[src/hdl/mbld_pkg.sv]
/*
 * Shared constants and types for the microcore branch and load decode block:
 * opcode patterns, field positions, reset values, APB register offsets and carriers.
 * Assumes a 16-bit instruction word and a 10-bit code RAM address.
 */
package mbld_pkg;

    localparam int PC_W = 10;
    localparam int DA_W = 6;

    typedef logic [15:0]     mbld_word_t;
    typedef logic [PC_W-1:0] mbld_pc_t;
    typedef logic [DA_W-1:0] mbld_daddr_t;

    // opcode patterns: (word & mask) == value
    localparam mbld_word_t JMP_MASK  = 16'hFC00;
    localparam mbld_word_t JMP_VAL   = 16'h3000;
    localparam mbld_word_t JTSF_MASK = 16'hFFF7;
    localparam mbld_word_t JTSF_VAL  = 16'h39B5;
    localparam mbld_word_t JTSR_MASK = 16'hFFE0;
    localparam mbld_word_t JTSR_VAL  = 16'h2F20;
    localparam mbld_word_t LDCA_MASK = 16'hE007;
    localparam mbld_word_t LDCA_VAL  = 16'hA004;
    localparam mbld_word_t LDCD_MASK = 16'hC000;
    localparam mbld_word_t LDCD_VAL  = 16'h4000;
    localparam mbld_word_t LDIH_MASK = 16'hF803;
    localparam mbld_word_t LDIH_VAL  = 16'h3803;
    localparam mbld_word_t LDIL_MASK = 16'hF803;
    localparam mbld_word_t LDIL_VAL  = 16'h3802;

    // field positions
    localparam int POL_BIT   = 9;
    localparam int SSEL_HI   = 8;
    localparam int SSEL_LO   = 5;
    localparam int OFS_HI    = 4;
    localparam int OFS_LO    = 0;
    localparam int FAR_BIT   = 3;
    localparam int MODE_BIT  = 13;
    localparam int CLR_BIT   = 12;
    localparam int SC1_HI    = 11;
    localparam int SC1_LO    = 10;
    localparam int SC2_HI    = 9;
    localparam int SC2_LO    = 8;
    localparam int TSEL_HI   = 7;
    localparam int TSEL_LO   = 6;
    localparam int SRC_HI    = 5;
    localparam int SRC_LO    = 3;
    localparam int DRAM_HI   = 5;
    localparam int DRAM_LO   = 0;
    localparam int BCLR_BIT  = 10;
    localparam int LIT_HI    = 9;
    localparam int LIT_LO    = 2;

    // reset values
    localparam mbld_pc_t   PC_RST   = 10'h000;
    localparam mbld_word_t WORD_RST = 16'h0000;
    localparam logic       EN_RST   = 1'b1;

    // APB register byte offsets
    localparam logic [7:0] OFS_CTRL  = 8'h00;
    localparam logic [7:0] OFS_FAR1  = 8'h04;
    localparam logic [7:0] OFS_FAR2  = 8'h08;
    localparam logic [7:0] OFS_IMM   = 8'h0C;
    localparam logic [7:0] OFS_PC    = 8'h10;
    localparam logic [7:0] OFS_RET   = 8'h14;
    localparam logic [7:0] OFS_STATE = 8'h18;
    localparam logic [7:0] OFS_TC0   = 8'h20;

    typedef enum logic [1:0] {
        SC_KEEP   = 2'h0,
        SC_OFF    = 2'h1,
        SC_ON     = 2'h2,
        SC_TOGGLE = 2'h3
    } mbld_sc_e;

    typedef enum logic {ST_IDLE, ST_MEM_WAIT} mbld_state_e;

    typedef struct packed {
        logic       valid;
        mbld_word_t word;
        mbld_pc_t   addr;
    } mbld_instr_s;

    typedef struct packed {
        logic        psel;
        logic        penable;
        logic        pwrite;
        logic [7:0]  paddr;
        logic [31:0] pwdata;
    } mbld_apb_req_s;

endpackage

[src/hdl/mbld_decode.sv]
/*
 * Decode and execute of the status jump, subroutine calls, terminal count loads
 * and immediate byte loads, with an APB register window.
 * Assumes the fetch datapath presents one instruction with its code RAM address,
 * the ALU register file and status word on the same clock, and a data RAM that
 * answers a read with dram_rvalid some cycles later.
 */
// How it works
// - word 001100xxxx is the status jump: polarity, status select, offset.
// - relative target is instruction address plus signed 5-bit offset.
// - far call loads the counter from the selected far target register.
// - far call pattern 001110011011x101; bit 3 picks the far target.
// - both calls save the current address into the return register.
// - relative call pattern 00101111001 with offset in bits 4..0.
// - ALU count load writes the ALU register and applies both shortcut actions.
// - ALU count load 101...100: clear, actions, select, source fields.
// - clear flag zeroes the chosen counter; otherwise only the threshold changes.
// - shortcut action is keep, off, on or invert.
// - memory count load writes data RAM word and applies both shortcut actions.
// - indexed mode adds the index base to the data RAM address.
// - memory count load is 01 in bits 15..14 with mode, clear, actions, address.
// - upper byte load sets immediate bits 15..8, optionally clears low byte.
// - upper byte load 00111 ... 11, clear at bit 10, literal at 9..2.
// - lower byte load sets immediate bits 7..0, optionally clears high byte.
// - lower byte load same layout with bits 1..0 equal 10.
// - two-bit select picks one of four terminal count registers.
// - jump condition met when status bit equals polarity.
// - two 10-bit far target registers hold call destinations.
`timescale 1ns/100ps
module mbld_decode (
    // clock, reset, enable
    input  wire logic                   clk,
    input  wire logic                   resetn,
    input  wire logic                   ce,
    // instruction from fetch
    input  wire mbld_pkg::mbld_instr_s  instr,
    output logic                        instr_ready_q,
    output logic                        done_q,
    output logic                        hit_q,
    // datapath operands
    input  wire logic [15:0]            status_word,
    input  wire mbld_pkg::mbld_word_t [7:0] alu_regs,
    input  wire mbld_pkg::mbld_daddr_t  index_base,
    // data RAM read
    output mbld_pkg::mbld_daddr_t       dram_addr_q,
    output logic                        dram_rd_q,
    input  wire logic                   dram_rvalid,
    input  wire mbld_pkg::mbld_word_t   dram_rdata,
    // results
    output mbld_pkg::mbld_pc_t          program_counter_q,
    output mbld_pkg::mbld_pc_t          return_addr_q,
    output mbld_pkg::mbld_word_t        immediate_operand_register_q,
    output mbld_pkg::mbld_word_t [3:0]  terminal_count_q,
    output logic [3:0]                  counter_clear_q,
    output logic [1:0]                  shortcut_q,
    // APB slave
    input  wire mbld_pkg::mbld_apb_req_s apb,
    output logic [31:0]                 prdata_q,
    output logic                        pready_q,
    output logic                        pslverr_q
);
    import mbld_pkg::*;

    mbld_state_e state_q;
    mbld_pc_t    far_target_one_q;
    mbld_pc_t    far_target_two_q;
    logic        decode_en_q;
    logic [1:0]  mem_sel_q;
    logic        mem_clr_q;
    logic [1:0]  mem_sc1_q;
    logic [1:0]  mem_sc2_q;

    logic        accept;
    logic        is_jmp;
    logic        is_jtsf;
    logic        is_jtsr;
    logic        is_ldca;
    logic        is_ldcd;
    logic        is_ldih;
    logic        is_ldil;
    logic        jmp_met;
    logic        mem_done;
    logic        apb_done;
    mbld_pc_t    rel_target;
    mbld_pc_t    seq_next;
    mbld_pc_t    far_target;
    mbld_word_t  w;
    logic [1:0]  tc_sel;
    logic        clr_flag;
    logic [1:0]  sc1_action;
    logic [1:0]  sc2_action;
    logic [2:0]  source_reg_index;
    mbld_daddr_t dram_field;

    function automatic logic apply_sc(input logic cur, input logic [1:0] act);
        logic r;
        r = cur;
        case (act)
            SC_OFF:    r = 1'b0;
            SC_ON:     r = 1'b1;
            SC_TOGGLE: r = ~cur;
            default:   r = cur;
        endcase
        return r;
    endfunction

    always_comb begin
        w          = instr.word;
        accept     = ce && instr.valid && instr_ready_q;
        mem_done   = ce && (state_q == ST_MEM_WAIT) && dram_rvalid;
        is_jmp     = (w & JMP_MASK) == JMP_VAL;
        is_jtsf    = (w & JTSF_MASK) == JTSF_VAL;
        is_jtsr    = (w & JTSR_MASK) == JTSR_VAL;
        is_ldca    = (w & LDCA_MASK) == LDCA_VAL;
        is_ldcd    = (w & LDCD_MASK) == LDCD_VAL;
        is_ldih    = (w & LDIH_MASK) == LDIH_VAL;
        is_ldil    = (w & LDIL_MASK) == LDIL_VAL;
        jmp_met    = status_word[w[SSEL_HI:SSEL_LO]] == w[POL_BIT];
        // sign-extend then wrap at counter width
        rel_target = instr.addr + {{(PC_W-5){w[OFS_HI]}}, w[OFS_HI:OFS_LO]};
        seq_next   = instr.addr + 10'h001;
        far_target = w[FAR_BIT] ? far_target_two_q : far_target_one_q;
        tc_sel           = w[TSEL_HI:TSEL_LO];
        clr_flag         = w[CLR_BIT];
        sc1_action       = w[SC1_HI:SC1_LO];
        sc2_action       = w[SC2_HI:SC2_LO];
        source_reg_index = w[SRC_HI:SRC_LO];
        dram_field       = w[DRAM_HI:DRAM_LO];
        apb_done         = ce && apb.psel && apb.penable && pready_q;
    end

    // program flow: counter, return address, completion flags
    always_ff @(posedge clk or negedge resetn) begin
        if (!resetn) begin
            program_counter_q <= PC_RST;
            return_addr_q     <= PC_RST;
            done_q            <= 1'b0;
            hit_q             <= 1'b0;
        end else if (ce) begin
            done_q <= 1'b0;
            hit_q  <= 1'b0;
            if (mem_done) begin
                done_q <= 1'b1;
                hit_q  <= 1'b1;
            end
            if (accept) begin
                // a memory count load signals completion when the RAM word arrives
                done_q <= !is_ldcd;
                hit_q  <= is_jmp | is_jtsf | is_jtsr | is_ldca | is_ldih | is_ldil;
                if (is_jmp) begin
                    program_counter_q <= jmp_met ? rel_target : seq_next;
                end else if (is_jtsf) begin
                    return_addr_q     <= instr.addr;
                    program_counter_q <= far_target;
                end else if (is_jtsr) begin
                    return_addr_q     <= instr.addr;
                    program_counter_q <= rel_target;
                end else if (is_ldca | is_ldcd | is_ldih | is_ldil) begin
                    program_counter_q <= seq_next;
                end
            end
        end
    end

    // data RAM read sequencing and instruction back-pressure
    always_ff @(posedge clk or negedge resetn) begin
        if (!resetn) begin
            state_q       <= ST_IDLE;
            instr_ready_q <= 1'b0;
            dram_rd_q     <= 1'b0;
            dram_addr_q   <= '0;
            mem_sel_q     <= 2'h0;
            mem_clr_q     <= 1'b0;
            mem_sc1_q     <= SC_KEEP;
            mem_sc2_q     <= SC_KEEP;
        end else if (ce) begin
            dram_rd_q <= 1'b0;
            case (state_q)
                ST_IDLE: begin
                    instr_ready_q <= decode_en_q;
                    if (accept && is_ldcd) begin
                        state_q       <= ST_MEM_WAIT;
                        instr_ready_q <= 1'b0;
                        dram_rd_q     <= 1'b1;
                        // index base wraps within the 6-bit data RAM space
                        dram_addr_q   <= w[MODE_BIT] ? dram_field + index_base
                                                     : dram_field;
                        mem_sel_q     <= tc_sel;
                        mem_clr_q     <= clr_flag;
                        mem_sc1_q     <= sc1_action;
                        mem_sc2_q     <= sc2_action;
                    end
                end
                ST_MEM_WAIT: begin
                    if (dram_rvalid) begin
                        state_q       <= ST_IDLE;
                        instr_ready_q <= decode_en_q;
                    end
                end
                default: state_q <= ST_IDLE;
            endcase
        end
    end

    // terminal count thresholds and counter restart pulses
    always_ff @(posedge clk or negedge resetn) begin
        if (!resetn) begin
            terminal_count_q <= '0;
            counter_clear_q  <= 4'h0;
        end else if (ce) begin
            counter_clear_q <= 4'h0;
            if (accept && is_ldca) begin
                terminal_count_q[tc_sel] <= alu_regs[source_reg_index];
                counter_clear_q[tc_sel]  <= clr_flag;
            end else if (mem_done) begin
                terminal_count_q[mem_sel_q] <= dram_rdata;
                counter_clear_q[mem_sel_q]  <= mem_clr_q;
            end
        end
    end

    // output shortcut states
    always_ff @(posedge clk or negedge resetn) begin
        if (!resetn) begin
            shortcut_q <= 2'h0;
        end else if (ce) begin
            if (accept && is_ldca) begin
                shortcut_q[0] <= apply_sc(shortcut_q[0], sc1_action);
                shortcut_q[1] <= apply_sc(shortcut_q[1], sc2_action);
            end else if (mem_done) begin
                shortcut_q[0] <= apply_sc(shortcut_q[0], mem_sc1_q);
                shortcut_q[1] <= apply_sc(shortcut_q[1], mem_sc2_q);
            end
        end
    end

    // immediate operand register
    always_ff @(posedge clk or negedge resetn) begin
        if (!resetn) begin
            immediate_operand_register_q <= WORD_RST;
        end else if (ce && accept) begin
            if (is_ldih) begin
                immediate_operand_register_q[15:8] <= w[LIT_HI:LIT_LO];
                if (w[BCLR_BIT]) begin
                    immediate_operand_register_q[7:0] <= 8'h00;
                end
            end else if (is_ldil) begin
                immediate_operand_register_q[7:0] <= w[LIT_HI:LIT_LO];
                if (w[BCLR_BIT]) begin
                    immediate_operand_register_q[15:8] <= 8'h00;
                end
            end
        end
    end

    // APB slave: one wait state, pready and read data from flops
    always_ff @(posedge clk or negedge resetn) begin
        if (!resetn) begin
            pready_q         <= 1'b0;
            pslverr_q        <= 1'b0;
            prdata_q         <= 32'h0000_0000;
            decode_en_q      <= EN_RST;
            far_target_one_q <= PC_RST;
            far_target_two_q <= PC_RST;
        end else if (ce) begin
            pready_q  <= apb.psel && apb.penable && !pready_q;
            pslverr_q <= 1'b0;
            if (apb.psel && apb.penable && !pready_q) begin
                prdata_q <= 32'h0000_0000;
                if (apb.paddr == OFS_CTRL) begin
                    prdata_q[0] <= decode_en_q;
                end else if (apb.paddr == OFS_FAR1) begin
                    prdata_q[PC_W-1:0] <= far_target_one_q;
                end else if (apb.paddr == OFS_FAR2) begin
                    prdata_q[PC_W-1:0] <= far_target_two_q;
                end else if (apb.paddr == OFS_IMM) begin
                    prdata_q[15:0] <= immediate_operand_register_q;
                end else if (apb.paddr == OFS_PC) begin
                    prdata_q[PC_W-1:0] <= program_counter_q;
                end else if (apb.paddr == OFS_RET) begin
                    prdata_q[PC_W-1:0] <= return_addr_q;
                end else if (apb.paddr == OFS_STATE) begin
                    prdata_q[2:0] <= {shortcut_q, state_q == ST_MEM_WAIT};
                end else if (apb.paddr[7:4] == OFS_TC0[7:4] && apb.paddr[3:2] == 2'h0) begin
                    prdata_q[15:0] <= terminal_count_q[0];
                end else if (apb.paddr[7:4] == OFS_TC0[7:4] && apb.paddr[3:2] == 2'h1) begin
                    prdata_q[15:0] <= terminal_count_q[1];
                end else if (apb.paddr[7:4] == OFS_TC0[7:4] && apb.paddr[3:2] == 2'h2) begin
                    prdata_q[15:0] <= terminal_count_q[2];
                end else if (apb.paddr[7:4] == OFS_TC0[7:4]) begin
                    prdata_q[15:0] <= terminal_count_q[3];
                end else begin
                    pslverr_q <= 1'b1;
                end
            end
            // writes land on the completing edge only
            if (apb_done && apb.pwrite) begin
                if (apb.paddr == OFS_CTRL) begin
                    decode_en_q <= apb.pwdata[0];
                end else if (apb.paddr == OFS_FAR1) begin
                    far_target_one_q <= apb.pwdata[PC_W-1:0];
                end else if (apb.paddr == OFS_FAR2) begin
                    far_target_two_q <= apb.pwdata[PC_W-1:0];
                end
            end
        end
    end
endmodule

[config.mk]
export PLATFORM = sky130hd
export DESIGN_NAME = mbld_decode
export DESIGN_NICKNAME = d
export VERILOG_FILES = /design/src/hdl/mbld_pkg.sv /design/src/hdl/mbld_decode.sv
export SDC_FILE = /design/constraint.sdc
export NUM_CORES = 1
export LEC_CHECK = 0
export BUFFER_PORTS_ARGS = -buffer_cell sky130_fd_sc_hd__buf_2
export CAP_MARGIN = 10
export CORE_AREA = 3 3 148 150
export CTS_BUF_LIST = sky130_fd_sc_hd__clkbuf_4
export CTS_CLUSTER_DIAMETER = 150
export DETAILED_ROUTE_END_ITERATION = 10
export DIE_AREA = 0 0 151 153
export HOLD_SLACK_MARGIN = 0.03
export PLACE_DENSITY_LB_ADDON = 0.08
export SETUP_SLACK_MARGIN = 0.5
export SLEW_MARGIN = 20
export SYNTH_ARGS = -nofsm -noshare
export SYNTH_HDL_FRONTEND = slang
export SYNTH_SLANG_ARGS = --single-unit
[constraint.sdc]
create_clock -name clk -period 4.9 [get_ports clk]
set_clock_uncertainty 0.15 [all_clocks]
set_input_delay 0.49 -clock clk [delete_from_list [all_inputs] [get_ports clk]]
set_output_delay 0.49 -clock clk [all_outputs]
set_load 0.01 [all_outputs]
## Yosys cells after proc, flatten, opt, wreduce, memory -nomap -nowiden

Cells that the tools add are included.

- Word-level logic and storage cells: 211
- Input port bits: 240
- Output and inout bits: 150
- Register bits after elaboration: 163

- Mux-type cells: 84
- Reductions and logical operators: 42
- Add/subtract/negate cells: 3
- Eq/ne operators: 33
- Bitwise logic cells: 16
- $lt $le $gt $ge: 6

Operators by type and width:

| kind | count |
|---|---|
| 16-bit 2-to-1 mux | 19 |
| 64-bit bitwise mux | 2 |
| 64-bit 2-to-1 mux | 2 |
| 10-bit 2-to-1 mux | 12 |
| 16-bit demux with 2-bit select | 2 |
| 16-bit binary-select mux with 3-bit select | 1 |
| 6-bit 2-to-1 mux | 5 |
| 8-bit by 5-bit equality test with 1-bit output (second input constant) | 3 |
| 1-bit 2-to-1 mux | 24 |
| 2-bit equality test (second input constant) | 9 |
| 1-bit logical AND | 18 |
| 8-bit by 4-bit equality test with 1-bit output (second input constant) | 2 |
| 4-bit AND reduction | 4 |
| 15-bit by 13-bit equality test with 1-bit output (second input constant) | 1 |
| 15-bit 2-to-1 mux | 1 |
| 3-bit AND reduction | 5 |
| 7-bit by 5-bit equality test with 1-bit output (second input constant) | 2 |
| 13-bit 2-to-1 mux | 1 |
| 2-bit by 1-bit equality test with 1-bit output (second input constant) | 6 |
| 1-bit case mux with 3 select lines | 4 |
| 4-bit nonzero test | 3 |
| 11-bit by 9-bit equality test with 1-bit output (second input constant) | 1 |
| 10-bit by 1-bit adder with 10-bit output (second input constant) | 1 |
| 10-bit adder | 1 |
| 28 further kinds | 55 |

## Longest topological paths before layout

- Depth in word-level cells: 21
- Gate-level depth with buffers: 10
- Depth with buffers taken out: 9

## Worst setup path after synthesis

OpenSTA, ideal clock, no wires.

- Path kind: input to register
- Start: input instr[16] (netlist name)
- End: register program_counter_q[0]
- Data arrival time: 2.528 ns
- Required time: 4.624 ns
- Slack: 2.096 ns
- Path buffers: 2
- Setup time: 0.126 ns
- Cell stages on the path: 9
- Cell sequence: buf_6 > buf_12 > mux2i_1 > mux4_2 > mux2i_4 > xor2_4 > nor2_4 > a221o_1 > o32a_1

- Cells in the longest elaborated chain, start to end: 5
- Elaborated cells on any way between the ends: 11
- Those cells by class: eq/ne: 3; mux: 6; reduce/logical: 2

RTL lines:

| what | RTL line | RTL |
|---|---|---|
| from (decl) | mbld_decode.sv:36 | `input wire mbld_pkg::mbld_instr_s instr,` |
| 1-bit binary-select mux with 4-bit select | mbld_decode.sv:118 | `jmp_met = status_word[w[SSEL_HI:SSEL_LO]] == w[POL_BIT];` |
| 1-bit 2-to-1 mux (not written as such) | mbld_decode.sv:118 |  |
| 1-bit equality test | mbld_decode.sv:118 |  |
| 10-bit 2-to-1 mux | mbld_decode.sv:151 | `program_counter_q <= jmp_met ? rel_target : seq_next;` |
| 10-bit 2-to-1 mux | mbld_decode.sv:150 | `if (is_jmp) begin` |
| to (signal assigned) | mbld_decode.sv:151 |  |
| to (signal assigned) | mbld_decode.sv:154 | `program_counter_q <= far_target;` |
| to (signal assigned) | mbld_decode.sv:157 | `program_counter_q <= rel_target;` |
| to (decl) | mbld_decode.sv:50 | `output mbld_pkg::mbld_pc_t program_counter_q,` |

Several ways; a longest one is shown, not always the timed one. The select of a mux whose other input is x is not followed.
A chain may end at the register's enable or synchronous reset.

## Worst setup path in the final report

- Start: register instr_ready_q
- End: register terminal_count_q[9] (netlist name)

- Cells in the longest elaborated chain, start to end: 4
- Elaborated cells on any way between the ends: 5
- Those cells by class: mux: 1; reduce/logical: 4

RTL lines:

| what | RTL line | RTL |
|---|---|---|
| from (decl) | mbld_decode.sv:37 | `output logic instr_ready_q,` |
| from (signal assigned) | mbld_decode.sv:180 | `instr_ready_q <= decode_en_q;` |
| from (signal assigned) | mbld_decode.sv:197 | `instr_ready_q <= decode_en_q;` |
| 1-bit logical AND (*) | mbld_decode.sv:109 | `accept = ce && instr.valid && instr_ready_q;` |
| 1-bit logical AND (*) | mbld_decode.sv:212 | `if (accept && is_ldca) begin` |
| 2-bit nonzero test (no source line) | n/a |  |
| 2-bit AND reduction (no source line) | n/a |  |
| to (signal, indexed assignment) | mbld_decode.sv:213 | `terminal_count_q[tc_sel] <= alu_regs[source_reg_index];` |
| to (signal, indexed assignment) | mbld_decode.sv:216 | `terminal_count_q[mem_sel_q] <= dram_rdata;` |
| to (decl) | mbld_decode.sv:53 | `output mbld_pkg::mbld_word_t [3:0] terminal_count_q,` |

Mark *: on every way between the ends. The rest lies on a longest branch, timed or not.

==> flow_summary.ini <==
[run_status]
status = finished clean

[synthesis]
async_reset_ff_frac = 1.00
synth_largest_area_cell = dfrtp_1
netlist.area_leader.share = 0.400
yosys_most_used_dff = dfrtp_1
synth_cell_types = 70
ys_ff_latch = 163
synth_area_um2 = 10100
yosysWarningCount = 0
synth.area.top_cells = dfrtp_1, mux4_2, mux2_2
ys_seq_area_frac = 0.403
synthCells = 970
synth_edf_count = 0
synth_area_per_cell_um2 = 10.4

[die]
dieWidth_um = 151
die_y_um = 153
start_util = 0.486
core_um2 = 20800
die-area_um2 = 23100
rows = 53
io_pins = 390

[critical_path]
cp.arrival_ps = 3400
end_kind = register
worstPathRequired_ps = 5280
start_kind = register
rr_worst_depth = 9
crit_type = reg2reg
worstPathMaxFanout = 17

[worst_hold_path]
min_path_cells = 2
hold_path_class = in2reg

[place]
place_hpwl_um = 26700
port_buffers = 351
gp_congestion = 0.856
dp_cells = 1565

[global_routing]
grt_max_degree = 91
grt-ovfl-total = 0
grt_pass1_wl_um = 53700
grt_pass1_vias = 9539
antenna_found_initial = 3
grt_usage = 0.304

[sta]
slew_violations = 0
fmax_ghz = 0.331
slew_headroom = 0.414
finalSetupViolations = 0
finalCritPeriodShare = 0.616
tightestPinTransition_ps = 876
period_needed_ps = 3020
rsz0062_at_grt = no
tns_ps = 0
hold_violations = 0

[cells_and_area]
nNetsFinal = 1604
syn2layout_area_growth_pct = 25.8
final_cells = 1629
drive_gt1_frac = 0.383

[power_and_ir_drop]
power_density_nw_per_um2 = 212
power_frac_comb = 0.176
p_sw_frac = 0.309
power_switching_mw = 0.836
ir_drop_mv = 0.106
internal-power_mw = 1.87
p_seq_frac = 0.505
clock_power_share = 0.319
power_mw = 2.70
power_leakage_nw = 6.72

[route]
drt-initial-drc-count = 603
drc = 0
postRouteAntennaNets = 0
dr_total_vias = 9482
vias_per_cell = 5.82
wire_per_inst_um = 21.7
drt-total-wl_um = 35300
firstDrtPassIters = 5

[clocking]
cts_sinks = 163
root_buffer = clkbuf_4
path_clk_slew_ps = 160
clock_latency_ps = 600
cts-htree-levels = 4
post_cts_buffers = 0
cts_tree = built
clock_path_buffers = 2
cts_resized = 0
cts-buffers-inserted = 17

[job]
drv_cap = 0
worst paths after layout:
path | start | end | slack, ps
max | instr_ready_q | terminal_count_q[9] | 1880
min | instr[6] | return_addr_q[6] | 70
min in group asynchronous | resetn | dram_addr_q[2] | 360
min reg2reg | dram_rd_q | dram_rd_q | 340
max in group asynchronous | resetn | far_target_one_q[0] | 3110
max reg2reg | instr_ready_q | terminal_count_q[9] | 1880
per-stage QoR:
| stage | hold slack [ps] | utilization | instance area (um^2) | worst slack [ps] |
|---|---|---|---|---|
| 2_1_floorplan | 44.4 | - | 10200 | 2100 |
| 4_1_cts | 33.9 | 0.612 | 12700 | 1940 |
| 3_5_place_dp | 308 | 0.583 | 12100 | 1560 |
| 5_1_grt | 45.3 | 0.612 | 12700 | 1630 |
| 6_report | 67.9 | 0.612 | 12700 | 1880 |
| 3_3_place_gp | 305 | 0.583 | 12100 | 1580 |
final cells by class:
| cell class | count | area [um^2] |
|---|---|---|
| diodes | 3 | 7.51 |
| clock buffers | 17 | 128 |
| clock inverters | 15 | 190 |
| fillers | 1857 | 8080 |
| inverters | 29 | 109 |
| multi-input cells | 725 | 5670 |
| flip-flops and latches | 163 | 4080 |
| well taps | 275 | 344 |
| repair buffers | 402 | 2220 |
placed cells by master (no fill, tap or decap), types with 4 or more instances in the layout:
cell type / n
a21oi_1: 47
dlygate4sd3_1: 29
nor2b_1: 7
mux2i_1: 30
nor3_1: 9
clkinv_8: 4
a22o_1: 25
a21o_1: 25
a31oi_1: 6
mux4_2: 50
xnor2_1: 11
buf_4: 22
a222oi_1: 4
a22oi_1: 55
mux2_2: 54
and3_1: 10
a221oi_1: 8
o21ai_0: 33
o22ai_1: 7
inv_8: 4
nand2_1: 143
xor2_1: 9
a221o_1: 8
clkbuf_4: 17
conb_1: 16
nor2_1: 56
nand2b_1: 4
dfrtp_1: 162
ha_1: 24
o22a_1: 5
buf_2: 350
inv_1: 28
nand3_1: 25
cell families after synthesis:
kind of cell / after synthesis / share of synthesized area
adders and majority gates: 26 / 0.0336
and+or+nand+nor: 280 / 0.124
other: 1 / 0.000370
buffers and inverters: 97 / 0.0447
DFF: 163 / 0.403
muxes: 135 / 0.203
xor gates and xnor gates: 21 / 0.0200
AOI/OAI and AO/OA: 247 / 0.171
state kept, by name (all words and copies together), names as in the netlist, 2 cells and up:
name                          count
counter_clear_q                   4
mem_sel_q                         2
dram_addr_q                       6
terminal_count_q                 64
mem_sc1_q                         2
shortcut_q                        2
immediate_operand_register_q     16
prdata_q                         16
far_target_one_q                 10
mem_sc2_q                         2
return_addr_q                    10
program_counter_q                10
far_target_two_q                 10
power by group through the flow:
stage               combinational [mW]  sequential, mW  clock [mW]
floorplan                        0.262            1.39           0
global placement                 0.452            1.39           0
detailed placement               0.457            1.39           0
CTS                              0.478            1.36       0.877
global route                     0.526            1.37       0.937
finish                           0.476            1.36       0.860
layer usage:
metal	vias up	GRT usage	wire length, um
li1	4345	-	-
met1	4616	0.352	12800
met2	430	0.540	18500
met3	91	0.0433	2130
met4	0	0.155	1840
met5	-	0	0
synth_stat cells (3+ instances only):
master,number
a21o_1,25
a21oi_1,47
a221o_1,8
a221oi_1,8
a222oi_1,4
a22o_1,25
a22oi_1,55
a31oi_1,6
and3_1,10
and4b_1,3
buf_1,7
buf_2,4
buf_4,16
clkbuf_1,39
dfrtp_1,162
ha_1,24
inv_1,28
mux2_2,54
mux2i_1,30
mux4_2,50
nand2_1,143
nand2b_1,4
nand3_1,25
nor2_1,56
nor2b_1,7
nor3_1,11
nor4_1,3
nor4bb_1,3
o21ai_0,33
o22a_1,5
o22ai_1,7
xnor2_1,11
xor2_1,9
critical path: stages, from the launching register on:
cell and delay (ps):
dfrtp_1 430, and3_1 310, nand3_1 440, nand2_1 300, nor3_2 50, buf_4 220, nor2_1 610, buf_4 310
nand2_1 70, nand2_1 60
what timing repair did:
action                                  4_1_cts  5_1_grt
hold buffers                                 29        0
endpoints found under the setup margin        0        0
endpoints found under the hold margin       158        0
Note: power is estimated with default switching activity, not from simulation.
